File: config.mk
export PLATFORM = sky130hd
export DESIGN_NAME = afsr_regs
export DESIGN_NICKNAME = d
export VERILOG_FILES = /design/src/rtl/afsr_pkg.sv /design/src/rtl/afsr_regs.sv /design/src/rtl/afsr_latch8.sv
export SDC_FILE = /design/constraint.sdc
export NUM_CORES = 1
export LEC_CHECK = 0
export BUFFER_PORTS_ARGS = -buffer_cell sky130_fd_sc_hd__buf_4
export CORE_UTILIZATION = 35
export CTS_BUF_LIST = sky130_fd_sc_hd__clkbuf_4
export CTS_CLUSTER_DIAMETER = 150
export DETAILED_ROUTE_END_ITERATION = 10
export SLEW_MARGIN = 20
export SYNTH_ARGS = -nofsm -noshare
export SYNTH_HDL_FRONTEND = slang
export SYNTH_SLANG_ARGS = --single-unit
File: constraint.sdc
create_clock -name i_mclk -period 14.5 [get_ports i_mclk]
set_clock_uncertainty 0.05 [all_clocks]
set_input_delay 0.725 -clock i_mclk [delete_from_list [all_inputs] [get_ports i_mclk]]
set_output_delay 0.725 -clock i_mclk [all_outputs]
set_load 0.02 [all_outputs]
File: src/rtl/afsr_pkg.sv
package afsr_pkg;
  localparam logic [7:0] ADDR_GLOBAL_FAULT = 8'h00;
  localparam logic [7:0] ADDR_CHAN_FAULT = 8'h01;
  localparam logic [7:0] ADDR_DIAG_CH12 = 8'h02;
  localparam logic [7:0] ADDR_DIAG_CH34 = 8'h03;
  localparam logic [7:0] ADDR_TEMP_SUPPLY = 8'h04;
  localparam logic [7:0] ADDR_OUT_STATE = 8'h05;
  localparam logic [7:0] ADDR_MUTE_PLAY = 8'h06;
  localparam logic [7:0] ADDR_DIAG_ACT = 8'h07;
  localparam logic [7:0] ADDR_GAIN = 8'h08;
  localparam logic [7:0] ADDR_OC_CTRL = 8'h09;
  localparam logic [7:0] ADDR_SWFREQ = 8'h0A;
  localparam logic [7:0] ADDR_DIAG_MASTER = 8'h0B;
  localparam logic [7:0] ADDR_OUT_CTRL_A = 8'h0C;
  localparam logic [7:0] ADDR_OUT_CTRL_B = 8'h0D;
  localparam logic [7:0] ADDR_DC_THRESH = 8'h10;
  localparam logic [7:0] ADDR_THERM_SD = 8'h13;

  localparam int BIT_PV_OV = 7;
  localparam int BIT_PV_UV = 6;
  localparam int BIT_AN_UV = 5;
  localparam int BIT_CHARGE_PUMP_UNDERVOLT_LATCHED = 4;
  localparam int BIT_OT_SD = 3;
  localparam int BIT_ANY_OC = 2;
  localparam int BIT_ANY_DC = 1;
  localparam int BIT_OT_WARN = 0;
  localparam int POS_DC_CH = 4;
  localparam int POS_OC_CH = 0;
  localparam int POS_WARN_GRADE = 5;
  localparam int POS_LOWLOW = 4;
  localparam int POS_HIZ = 0;

  localparam logic [2:0] GRADE_NONE = 3'h0;
  localparam logic [2:0] GRADE_WARN = 3'h1;
  localparam logic [2:0] GRADE_L1 = 3'h3;
  localparam logic [2:0] GRADE_L2 = 3'h5;
  localparam logic [2:0] GRADE_L3 = 3'h7;

  localparam logic [7:0] RST_ZERO = 8'h00;
  localparam logic [7:0] RST_OUT_STATE = 8'h0F;
  localparam logic [7:0] RST_GAIN = 8'hAA;
  localparam logic [7:0] RST_OC_CTRL = 8'hF0;
  localparam logic [7:0] RST_CTRL = 8'h00;

  // per-channel live fault events and state, index 0 is channel 1
  typedef struct packed {
    logic [3:0] dc_offset;
    logic [3:0] overcurrent;
    logic [3:0] open_load;
    logic [3:0] shorted_load;
    logic [3:0] short_to_supply;
    logic [3:0] short_to_ground;
  } afsr_chan_evt_t;

  typedef struct packed {
    logic power_rail_overvolt;
    logic power_rail_undervolt;
    logic analog_rail_undervolt;
    logic charge_pump_undervolt;
    logic overtemp_shutdown;
    logic overtemp_warning;
    logic [2:0] overtemp_warn_grade;
  } afsr_glob_evt_t;

  typedef struct packed {
    logic [3:0] out_p_low;
    logic [3:0] out_n_low;
    logic [3:0] hiz;
    logic [3:0] mute;
    logic [3:0] play;
    logic [3:0] foldback;
    logic [3:0] diag_mode;
  } afsr_chan_state_t;

  typedef struct packed {
    logic [7:0] gain;
    logic [7:0] oc_ctrl;
    logic [7:0] swfreq;
    logic [7:0] diag_master;
    logic [7:0] out_ctrl_a;
    logic [7:0] out_ctrl_b;
    logic [7:0] dc_thresh;
  } afsr_ctrl_t;
endpackage : afsr_pkg

File: src/rtl/afsr_regs.sv
`timescale 1ns/1ps
module afsr_regs (
  input wire logic i_mclk,
  input wire logic i_arst_n,
  input wire afsr_pkg::afsr_glob_evt_t i_glob,
  input wire afsr_pkg::afsr_chan_evt_t i_chan,
  input wire afsr_pkg::afsr_chan_state_t i_state,
  input wire logic i_fault_clear,
  input wire logic i_sub_load,
  input wire logic [7:0] i_sub_addr,
  input wire logic i_wr_byte,
  input wire logic [7:0] i_wr_data,
  input wire logic i_rd_byte,
  output logic [7:0] o_rd_data,
  output logic [7:0] o_sub_addr,
  output afsr_pkg::afsr_ctrl_t o_ctrl
);
  import afsr_pkg::*;

  logic rst_meta;
  logic rst_n;
  logic [7:0] sub_addr;
  logic [7:0] next_rd_data;
  logic [7:0] set_glob;
  logic [7:0] set_chan;
  logic [7:0] set_d12;
  logic [7:0] set_d34;
  logic [7:0] q_glob;
  logic [7:0] q_chan;
  logic [7:0] q_d12;
  logic [7:0] q_d34;
  logic [7:0] live_temp;
  logic [7:0] live_out;
  logic [7:0] live_mute;
  logic [7:0] live_act;
  logic [7:0] live_therm;
  logic [3:0] lowlow;
  logic [8:0] glob_s2;
  logic [8:0] glob_s3;
  logic [23:0] chan_s2;
  logic [23:0] chan_s3;
  logic [27:0] st_s2;
  logic [27:0] st_s3;
  logic [23:0] chan_sync;
  logic [27:0] st_sync;
  logic [8:0] glob_sync;
  logic [8:0] glob_m;
  logic [23:0] chan_m;
  logic [27:0] st_m;
  afsr_glob_evt_t g;
  afsr_chan_evt_t c;
  afsr_chan_state_t s;
  // control register flops, gathered into o_ctrl below
  logic [7:0] ctrl_gain;
  logic [7:0] ctrl_oc;
  logic [7:0] ctrl_swfreq;
  logic [7:0] ctrl_diag;
  logic [7:0] ctrl_out_a;
  logic [7:0] ctrl_out_b;
  logic [7:0] ctrl_thresh;
  logic wr_ok;

  // reset release through two flops
  always_ff @(posedge i_mclk or negedge i_arst_n) begin
    if (!i_arst_n) begin
      rst_meta <= 1'b0;
      rst_n <= 1'b0;
    end else begin
      rst_meta <= 1'b1;
      rst_n <= rst_meta;
    end
  end

  // fault and state inputs come from analog detectors, so three flops
  // and a change counts once the last two agree
  always_ff @(posedge i_mclk or negedge rst_n) begin
    if (!rst_n) begin
      glob_m <= 9'h000;
      glob_s2 <= 9'h000;
      glob_s3 <= 9'h000;
    end else begin
      glob_m <= i_glob;
      glob_s2 <= glob_m;
      glob_s3 <= glob_s2;
    end
  end

  // channel events, same three-stage treatment
  always_ff @(posedge i_mclk or negedge rst_n) begin
    if (!rst_n) begin
      chan_m <= 24'h000000;
      chan_s2 <= 24'h000000;
      chan_s3 <= 24'h000000;
    end else begin
      chan_m <= i_chan;
      chan_s2 <= chan_m;
      chan_s3 <= chan_s2;
    end
  end

  // the state pipeline resets to high impedance too, so the agreed value
  // cannot drop out of high impedance for a few cycles after reset
  always_ff @(posedge i_mclk or negedge rst_n) begin
    if (!rst_n) begin
      st_m <= {8'h00, RST_OUT_STATE[3:0], 16'h0000};
      st_s2 <= {8'h00, RST_OUT_STATE[3:0], 16'h0000};
      st_s3 <= {8'h00, RST_OUT_STATE[3:0], 16'h0000};
    end else begin
      st_m <= i_state;
      st_s2 <= st_m;
      st_s3 <= st_s2;
    end
  end

  // hold the last agreed value while the two stages disagree
  always_ff @(posedge i_mclk or negedge rst_n) begin
    if (!rst_n) begin
      glob_sync <= 9'h000;
    end else begin
      glob_sync <= (glob_s2 & glob_s3) | (glob_sync & (glob_s2 | glob_s3));
    end
  end

  always_ff @(posedge i_mclk or negedge rst_n) begin
    if (!rst_n) begin
      chan_sync <= 24'h000000;
    end else begin
      chan_sync <= (chan_s2 & chan_s3) | (chan_sync & (chan_s2 | chan_s3));
    end
  end

  always_ff @(posedge i_mclk or negedge rst_n) begin
    if (!rst_n) begin
      st_sync <= {8'h00, RST_OUT_STATE[3:0], 16'h0000};
    end else begin
      st_sync <= (st_s2 & st_s3) | (st_sync & (st_s2 | st_s3));
    end
  end

  assign g = afsr_glob_evt_t'(glob_sync);
  assign c = afsr_chan_evt_t'(chan_sync);
  assign s = afsr_chan_state_t'(st_sync);

  always_comb begin
    set_glob = 8'h00;
    set_glob[BIT_PV_OV] = g.power_rail_overvolt;
    set_glob[BIT_PV_UV] = g.power_rail_undervolt;
    set_glob[BIT_AN_UV] = g.analog_rail_undervolt;
    set_glob[BIT_CHARGE_PUMP_UNDERVOLT_LATCHED] = g.charge_pump_undervolt;
    set_glob[BIT_OT_SD] = g.overtemp_shutdown;
    set_glob[BIT_ANY_OC] = |c.overcurrent;
    set_glob[BIT_ANY_DC] = |c.dc_offset;
    set_glob[BIT_OT_WARN] = g.overtemp_warning;
  end

  assign set_chan = {c.dc_offset, c.overcurrent};

  // the events come in as an argument so the continuous assigns below
  // re-evaluate whenever any channel event changes
  function automatic logic [3:0] diag_nib(input afsr_chan_evt_t ce,
                                          input logic [1:0] ch);
    diag_nib = {ce.open_load[ch], ce.shorted_load[ch],
                ce.short_to_supply[ch], ce.short_to_ground[ch]};
  endfunction : diag_nib

  assign set_d12 = {diag_nib(c, 2'h1), diag_nib(c, 2'h0)};
  assign set_d34 = {diag_nib(c, 2'h3), diag_nib(c, 2'h2)};

  // latched banks; clear only by the device's fault clear pulse
  // a set in the clearing cycle survives, so no event is lost
  afsr_latch8 u_glob (
    .i_mclk(i_mclk),
    .i_rst_n(rst_n),
    .i_set(set_glob),
    .i_clear(i_fault_clear),
    .o_q(q_glob)
  );
  afsr_latch8 u_chan (
    .i_mclk(i_mclk),
    .i_rst_n(rst_n),
    .i_set(set_chan),
    .i_clear(i_fault_clear),
    .o_q(q_chan)
  );
  afsr_latch8 u_d12 (
    .i_mclk(i_mclk),
    .i_rst_n(rst_n),
    .i_set(set_d12),
    .i_clear(i_fault_clear),
    .o_q(q_d12)
  );
  afsr_latch8 u_d34 (
    .i_mclk(i_mclk),
    .i_rst_n(rst_n),
    .i_set(set_d34),
    .i_clear(i_fault_clear),
    .o_q(q_d34)
  );

  // illegal grade codes from the detector read as none
  function automatic logic [2:0] grade_fix(input logic [2:0] gr);
    case (gr)
      GRADE_WARN, GRADE_L1, GRADE_L2, GRADE_L3: grade_fix = gr;
      default: grade_fix = GRADE_NONE;
    endcase
  endfunction : grade_fix

  assign live_temp = {grade_fix(g.overtemp_warn_grade),
                      g.overtemp_shutdown, g.charge_pump_undervolt,
                      g.analog_rail_undervolt, g.power_rail_undervolt,
                      g.power_rail_overvolt};
  assign lowlow = s.out_p_low & s.out_n_low & ~s.hiz;
  assign live_out = {lowlow, s.hiz};
  assign live_mute = {s.mute, s.play};
  assign live_act = {s.foldback, s.diag_mode};
  assign live_therm = {3'h0, g.overtemp_shutdown, s.foldback};

  // subaddress pointer
  always_ff @(posedge i_mclk or negedge rst_n) begin
    if (!rst_n) begin
      sub_addr <= 8'h00;
    end else if (i_sub_load) begin
      sub_addr <= i_sub_addr;
    end else if (i_wr_byte || i_rd_byte) begin
      sub_addr <= sub_addr + 8'h01;
    end
  end

  // one flop per register; writes elsewhere are dropped
  assign wr_ok = i_wr_byte && !i_sub_load;

  always_ff @(posedge i_mclk or negedge rst_n) begin
    if (!rst_n) begin
      ctrl_gain <= RST_GAIN;
    end else if (wr_ok && sub_addr == ADDR_GAIN) begin
      ctrl_gain <= i_wr_data;
    end
  end

  always_ff @(posedge i_mclk or negedge rst_n) begin
    if (!rst_n) begin
      ctrl_oc <= RST_OC_CTRL;
    end else if (wr_ok && sub_addr == ADDR_OC_CTRL) begin
      ctrl_oc <= i_wr_data;
    end
  end

  always_ff @(posedge i_mclk or negedge rst_n) begin
    if (!rst_n) begin
      ctrl_swfreq <= RST_CTRL;
    end else if (wr_ok && sub_addr == ADDR_SWFREQ) begin
      ctrl_swfreq <= i_wr_data;
    end
  end

  always_ff @(posedge i_mclk or negedge rst_n) begin
    if (!rst_n) begin
      ctrl_diag <= RST_CTRL;
    end else if (wr_ok && sub_addr == ADDR_DIAG_MASTER) begin
      ctrl_diag <= i_wr_data;
    end
  end

  always_ff @(posedge i_mclk or negedge rst_n) begin
    if (!rst_n) begin
      ctrl_out_a <= RST_CTRL;
    end else if (wr_ok && sub_addr == ADDR_OUT_CTRL_A) begin
      ctrl_out_a <= i_wr_data;
    end
  end

  always_ff @(posedge i_mclk or negedge rst_n) begin
    if (!rst_n) begin
      ctrl_out_b <= RST_CTRL;
    end else if (wr_ok && sub_addr == ADDR_OUT_CTRL_B) begin
      ctrl_out_b <= i_wr_data;
    end
  end

  always_ff @(posedge i_mclk or negedge rst_n) begin
    if (!rst_n) begin
      ctrl_thresh <= RST_CTRL;
    end else if (wr_ok && sub_addr == ADDR_DC_THRESH) begin
      ctrl_thresh <= i_wr_data;
    end
  end

  // fields packed in the order of the control struct
  assign o_ctrl = {ctrl_gain, ctrl_oc, ctrl_swfreq, ctrl_diag,
                   ctrl_out_a, ctrl_out_b, ctrl_thresh};

  always_comb begin
    case (sub_addr)
      ADDR_GLOBAL_FAULT: next_rd_data = q_glob;
      ADDR_CHAN_FAULT: next_rd_data = q_chan;
      ADDR_DIAG_CH12: next_rd_data = q_d12;
      ADDR_DIAG_CH34: next_rd_data = q_d34;
      ADDR_TEMP_SUPPLY: next_rd_data = live_temp;
      ADDR_OUT_STATE: next_rd_data = live_out;
      ADDR_MUTE_PLAY: next_rd_data = live_mute;
      ADDR_DIAG_ACT: next_rd_data = live_act;
      ADDR_GAIN: next_rd_data = o_ctrl.gain;
      ADDR_OC_CTRL: next_rd_data = o_ctrl.oc_ctrl;
      ADDR_SWFREQ: next_rd_data = o_ctrl.swfreq;
      ADDR_DIAG_MASTER: next_rd_data = o_ctrl.diag_master;
      ADDR_OUT_CTRL_A: next_rd_data = o_ctrl.out_ctrl_a;
      ADDR_OUT_CTRL_B: next_rd_data = o_ctrl.out_ctrl_b;
      ADDR_DC_THRESH: next_rd_data = o_ctrl.dc_thresh;
      ADDR_THERM_SD: next_rd_data = live_therm;
      default: next_rd_data = 8'h00;
    endcase
  end

  // read data registered so the serial engine sees a stable byte
  always_ff @(posedge i_mclk or negedge rst_n) begin
    if (!rst_n) begin
      o_rd_data <= 8'h00;
    end else begin
      o_rd_data <= next_rd_data;
    end
  end

  assign o_sub_addr = sub_addr;
endmodule : afsr_regs

File: src/rtl/afsr_latch8.sv
`timescale 1ns/1ps
module afsr_latch8 (
  input wire logic i_mclk,
  input wire logic i_rst_n,
  input wire logic [7:0] i_set,
  input wire logic i_clear,
  output logic [7:0] o_q
);
  import afsr_pkg::*;
  // sticky bits; a set in the clearing cycle survives the clear
  always_ff @(posedge i_mclk or negedge i_rst_n) begin
    if (!i_rst_n) begin
      o_q <= RST_ZERO;
    end else if (i_clear) begin
      o_q <= i_set;
    end else begin
      o_q <= o_q | i_set;
    end
  end
endmodule : afsr_latch8

## Yosys cells after proc, flatten, opt, wreduce, memory -nomap -nowiden

Cells that the tools add are included.

- Flip-flop bits (word level): 350
- Bits of input ports: 83
- Logic and storage cells: 89

- Reductions and logical operators: 15
- Muxes and demuxes: 8
- Equality and inequality tests: 19
- Add/sub/neg operators: 1
- Bitwise logic cells: 19

Operators by type and width:

| kind | number |
|---|---|
| one-hot mux 8 bit (16 select lines) | 1 |
| bitwise AND 28 bit | 2 |
| OR 28 bit | 2 |
| bitwise AND 24 bit | 2 |
| equality test 8 x 4 -> 1 bit, second input constant | 6 |
| 2-to-1 mux 8 bit | 6 |
| OR 24 bit | 2 |
| equality test 8 x 3 -> 1 bit, second input constant | 4 |
| OR 8 bit | 4 |
| bitwise AND 9 bit | 2 |
| OR 9 bit | 2 |
| equality test 8 x 2 -> 1 bit, second input constant | 2 |
| equality test 8 x 5 -> 1 bit, second input constant | 2 |
| OR reduction 4 bit | 3 |
| adder 8 x 1 -> 8 bit, second input constant | 1 |
| bitwise AND 4 bit | 2 |
| equality test 8 x 1 -> 1 bit, second input constant | 1 |
| logical AND 1 bit | 8 |
| zero test 8 bit | 1 |
| equality test 3 bit, second input constant | 2 |
| NOT 4 bit | 1 |
| equality test 3 x 1 -> 1 bit, second input constant | 1 |
| equality test 3 x 2 -> 1 bit, second input constant | 1 |
| 2-to-1 mux 3 bit | 1 |
| other kinds (3) | 3 |

## Logic depth before layout (Yosys ltp)

- Word-level depth: 4
- Gate-level depth with buffers: 8
- Gate-level depth less buffers: 6

## By module

Synthesis repeated with hierarchy kept, for this count alone.

- Cells, all modules: 736
- Area, all modules: 11862.6 um2

By module, submodules not included:

| module | area an instance (um2) | sequential area each (um2) | cells each | instances |
|---|---|---|---|---|
| afsr_regs | 10806.6 | 7987.7 | 668 | 1 |
| afsr_latch8 | 264.0 | 200.2 | 17 | 4 |

## Worst setup path before layout

Ideal clock, no wire load.

- Path type: register -> register
- Start point: reg sub_addr[0], in the netlist o_sub_addr[0]
- End point: reg o_rd_data[4]
- Path slack: 12220 ps
- Cell stages (with the launch flop): 8
- Library setup time: 139 ps
- Required time: 14311 ps
- Arrival: 2092 ps
- Buffers on the path: 1
- Path through: dfrtp_1 -> inv_1 -> ha_1 -> clkbuf_1 -> a222oi_1 -> nand3_1 -> a32o_1 -> or4_1

- Cells in the longest elaborated chain, start to end: 2
- Elaborated cells on any way between the ends: 17
- Those cells by class: 15 x eq/ne; 1 x mux; 1 x reduce/logical

RTL lines:

| item | RTL line | RTL |
|---|---|---|
| start, declared | afsr_regs.sv:22 | `logic [7:0] sub_addr;` |
| start signal, assigned | afsr_regs.sv:223 | `sub_addr <= i_sub_addr;` |
| start signal, assigned | afsr_regs.sv:225 | `sub_addr <= sub_addr + 8'h01;` |
| equality test 8 x 5 -> 1 bit (tied with other cells) | afsr_regs.sv:293 | `case (sub_addr)` |
| one-hot mux 8 bit (16 select lines) (*) | afsr_regs.sv:293 |  |
| via next_rd_data[4] | afsr_regs.sv:23 | `logic [7:0] next_rd_data;` |
| end signal, assigned | afsr_regs.sv:319 | `o_rd_data <= next_rd_data;` |
| end, declared | afsr_regs.sv:14 | `output logic [7:0] o_rd_data,` |

Mark *: on every way through the listed nets, which the timed path passes. The rest lies on a longest branch.
A chain may end at the register's enable or synchronous reset.

## Final worst setup path

- Start point: reg sub_addr[1], in the netlist o_sub_addr[1]
- End point: reg ctrl_diag[4]

- Cells in the longest elaborated chain, start to end: 2

RTL lines:

| item | RTL line | RTL |
|---|---|---|
| equality test 8 x 4 -> 1 bit | afsr_regs.sv:259 | `end else if (wr_ok && sub_addr == ADDR_DIAG_MASTER) begin` |
| logical AND 1 bit | afsr_regs.sv:259 |  |
| end signal, assigned | afsr_regs.sv:260 | `ctrl_diag <= i_wr_data;` |
| end, declared | afsr_regs.sv:57 | `logic [7:0] ctrl_diag;` |

No other way between the ends.

==> results.md <==
* Endpoints failing hold at 0
* Height of the die at 187 um
* Fraction of layout cells with a size suffix above 1 at 36.9%
* Row cnt at 67
* Period minus WS final at 2.99 ns
* Netlist cell types at 59
* Worst hold path depth at 1
* RSZ-0062 raised after global routing: no
* Syn avg cell area at 15.9 um2
* PD cells at 144 mW/mm2
* Post-DP HPWL at 19,700 um
* Synth Area in XOR/XNOR at 0.511%
* Setup_tns at 0 ns
* DR vias/cell at 4.84
* Worst-path clk slew at 0.07 ns
* CP peak stage delay at 0.71 ns
* Total of max-cap violations at 0
* First-pass GRT wire length at 45,900 um
* Starting Density at 35.7%
* Largest net degree at the start of global routing at 83
* Post-Synth Adder-Cell Area at 5.51%
* IO buf count at 154
* Slowest CP cell: nor2b_1
* Simple-gate share of the synthesized area at 6.47%
* Worst EP arrival at 3.55 ns
* Worst setup path class: flip-flop to flip-flop
* CTS H-tree lvls at 3
* Area Growth Syn to Fin at 26.1%
* GR Util All Layers at 17.3%
* CORE AREA at 0.0336 mm2
* Chip width at 187 um
* Synth Area in Compound Gates at 6.14%
* Syn nets at 843
* Register area share after synthesis at 73.3%
* TritonCTS clock tree: done
* Worst vdd ir at 0.0551 mV
* Vias in the first global route at 7,830
* CP required at 15.05 ns
* P_leak at 6.89 nW
* Worst Reg2Reg Path Length in Cells at 4
* Rel. slew slack at 30.7%
* Synth Flop Type: dfrtp_1
* Post-synth EDFFs at 0
* Final GP Congestion at 0.884
* Routed wire length at 29,000 um
* Antenna violations before repair at 3
* DRT iter0 DRCs at 481
* Clk buf depth at 3
* CTS buffer count at 90
* Worst-path fanout max at 14
* Hold WC Path Type: input port to flip-flop
* CP Capture Type: flip-flop
* Post-layout nets at 1,096
* Synth Register Bits at 350
* Crit start category: flip-flop
* Mux contribution to synthesized area at 6.52%
* Via count at 7,405
* WHS at 0.0961 ns
* Syn Inst Count at 756
* Root buffer cell: clkbuf_4
* Final Cycle Share at 20.6%
* DRC viols at 0
* Max Clock Freq at 334 MHz
* Crit-path cells: ha_1 > nor2b_1 > nand3_1 > mux2_2
* Worst-Skew Late Latency at 0.74 ns
* Max Slew Vio Count at 0
* Antenna Nets Post-Route at 0
* Setup Viol. Count Final at 0
* I/O pins at 155
* Post-Syn Area at 0.0120 mm2
* Drt pass-1 iters at 6
* Post-synth ARST share at 100%
* Ys Warns at 0
* Post-CTS Setup Repair Bufs at 0
* Largest family of logic cells by synthesized area: multiplexers
* Die area at 0.0350 mm2
* Clock net sink count at 350
* Status: completed
* Worst slew pin tran at 1.04 ns
* Routed len/inst at 19.0 um
* Congestion Overflow GR at 0
* Number of gates resized after cts at 0
## area by class of cell
| cell class | count | area [um2] |
|---|---|---|
| sequential | 350 | 8790 |
| clock inverter | 33 | 179 |
| tap | 448 | 561 |
| multi-input combinational | 365 | 3020 |
| timing repair buffer | 193 | 1530 |
| inverter | 9 | 33.8 |
| fill | 3069 | 18500 |
| clock buffer | 131 | 983 |
| antenna | 2 | 5.00 |
## path summary, 6_finish.rpt
path	from	to	slack, ns
max in group asynchronous	rst_n	o_sub_addr[7]	12.13
setup reg to reg	o_sub_addr[1]	ctrl_diag[4]	11.51
hold reg to reg	rst_n	chan_s3[22]	0.19
min in group asynchronous	rst_n	chan_s3[22]	0.19
hold / removal	i_glob[5]	glob_m[5]	0.1
setup / recovery	o_sub_addr[1]	ctrl_diag[4]	11.51
## stage by stage
step	power (mW)	setup WS (ns)	cells	util, %	instance area [um2]
after global placement	1.36	11.61	1335	40.5	13600
after CTS	2.22	11.55	1529	44.9	15100
after global routing	2.29	11.40	1530	44.9	15100
after detailed placement	1.36	11.51	1335	40.5	13600
final	2.18	11.51	1531	44.9	15100
after floorplan	1.25	4.02	756	-	12000
## where the power goes
| part | internal (mW) | switching, mW |
|---|---|---|
| Sequential | 1.06 | 0.0662 |
| Combinational | 0.102 | 0.125 |
| Clock | 0.437 | 0.390 |
## cells in the mapped netlist, types with 3 or more instances
master	number	area share [%]
a21oi_1	8	0.33
nor2b_1	3	0.16
dfstp_2	24	5.3
a21boi_0	3	0.19
maj3_1	61	5.1
inv_1	9	0.28
o21ai_0	15	0.63
mux2_2	49	4.6
a21o_1	30	1.9
buf_2	8	0.33
xnor2_1	5	0.37
a22o_1	3	0.22
ha_1	4	0.42
nand3b_1	4	0.25
mux2_4	8	1.0
or3b_2	3	0.22
nand3_1	19	0.79
or4b_1	4	0.33
dfrtp_1	326	68
nor4_1	6	0.31
mux2i_1	11	0.92
o22ai_1	4	0.21
and2_1	5	0.26
a221oi_1	3	0.22
nand2_1	17	0.53
and4_1	3	0.22
nand4b_1	7	0.51
clkbuf_1	21	0.66
a22oi_1	12	0.75
a32o_1	3	0.25
a222oi_1	6	0.50
nor3_1	12	0.50
nor2_1	8	0.25
or3_1	3	0.16
nand4_1	17	0.89
## cell families after synthesis
logic type / after synthesis
multiplexers: 68
flip-flops: 350
other: 1
AND/OR/NAND/NOR: 124
XOR/XNOR: 7
adder cells (fa/ha/maj): 65
AO/OA/AOI/OAI: 100
buffers and inverters: 41
## cells in the final DEF, fill, tap and decap left out, types with 4 or more instances in the layout
master,netlist,routed
clkinv_1,0,21
nand3_1,19,19
and2_1,5,5
maj3_1,61,61
nor2_1,8,8
xnor2_1,5,5
buf_4,2,161
clkinv_2,0,4
dfstp_2,24,24
o21ai_0,15,15
or4b_1,4,4
dlygate4sd3_1,0,30
dfrtp_1,326,325
o22ai_1,4,4
mux2_4,8,8
a21oi_1,8,8
nand2_1,17,17
nand4b_1,7,7
mux2i_1,11,11
ha_1,4,4
a21o_1,30,30
a22oi_1,12,12
nor3_1,12,11
nand4_1,17,17
inv_1,9,9
clkbuf_4,0,131
a222oi_1,6,6
mux2_2,49,49
nor4_1,6,6
nand3b_1,4,4
## state kept, by name (all words and copies together), names as in the netlist, 24 cells and up
signal and cells:
s 28, st_m 28, st_s2 28, st_s3 28, c 24, chan_m 24, chan_s2 24, chan_s3 24
## worst max-delay path, delay by kind of cell, from the launching register on
kind | cells | cell delay, ns
mux | 1 | 0.47
flops | 1 | 0.44
simple gates | 2 | 1.35
fa+ha+maj | 1 | 0.60
## timing repair
| item | 4_1_cts | 5_1_grt |
|---|---|---|
| endpoints found under the setup margin | 0 | 0 |
| hold endpoints to repair | 31 | 0 |
| hold buffers | 30 | 0 |
## per-layer routing
metal	GRT usage, %	wire length [um]	up-vias
li1	-	-	3310
met1	23.6	12900	3722
met2	25.7	13200	310
met3	5.25	2080	61
met4	6.97	802	2
met5	0	12	-
Power figures use the tool's default switching activity.
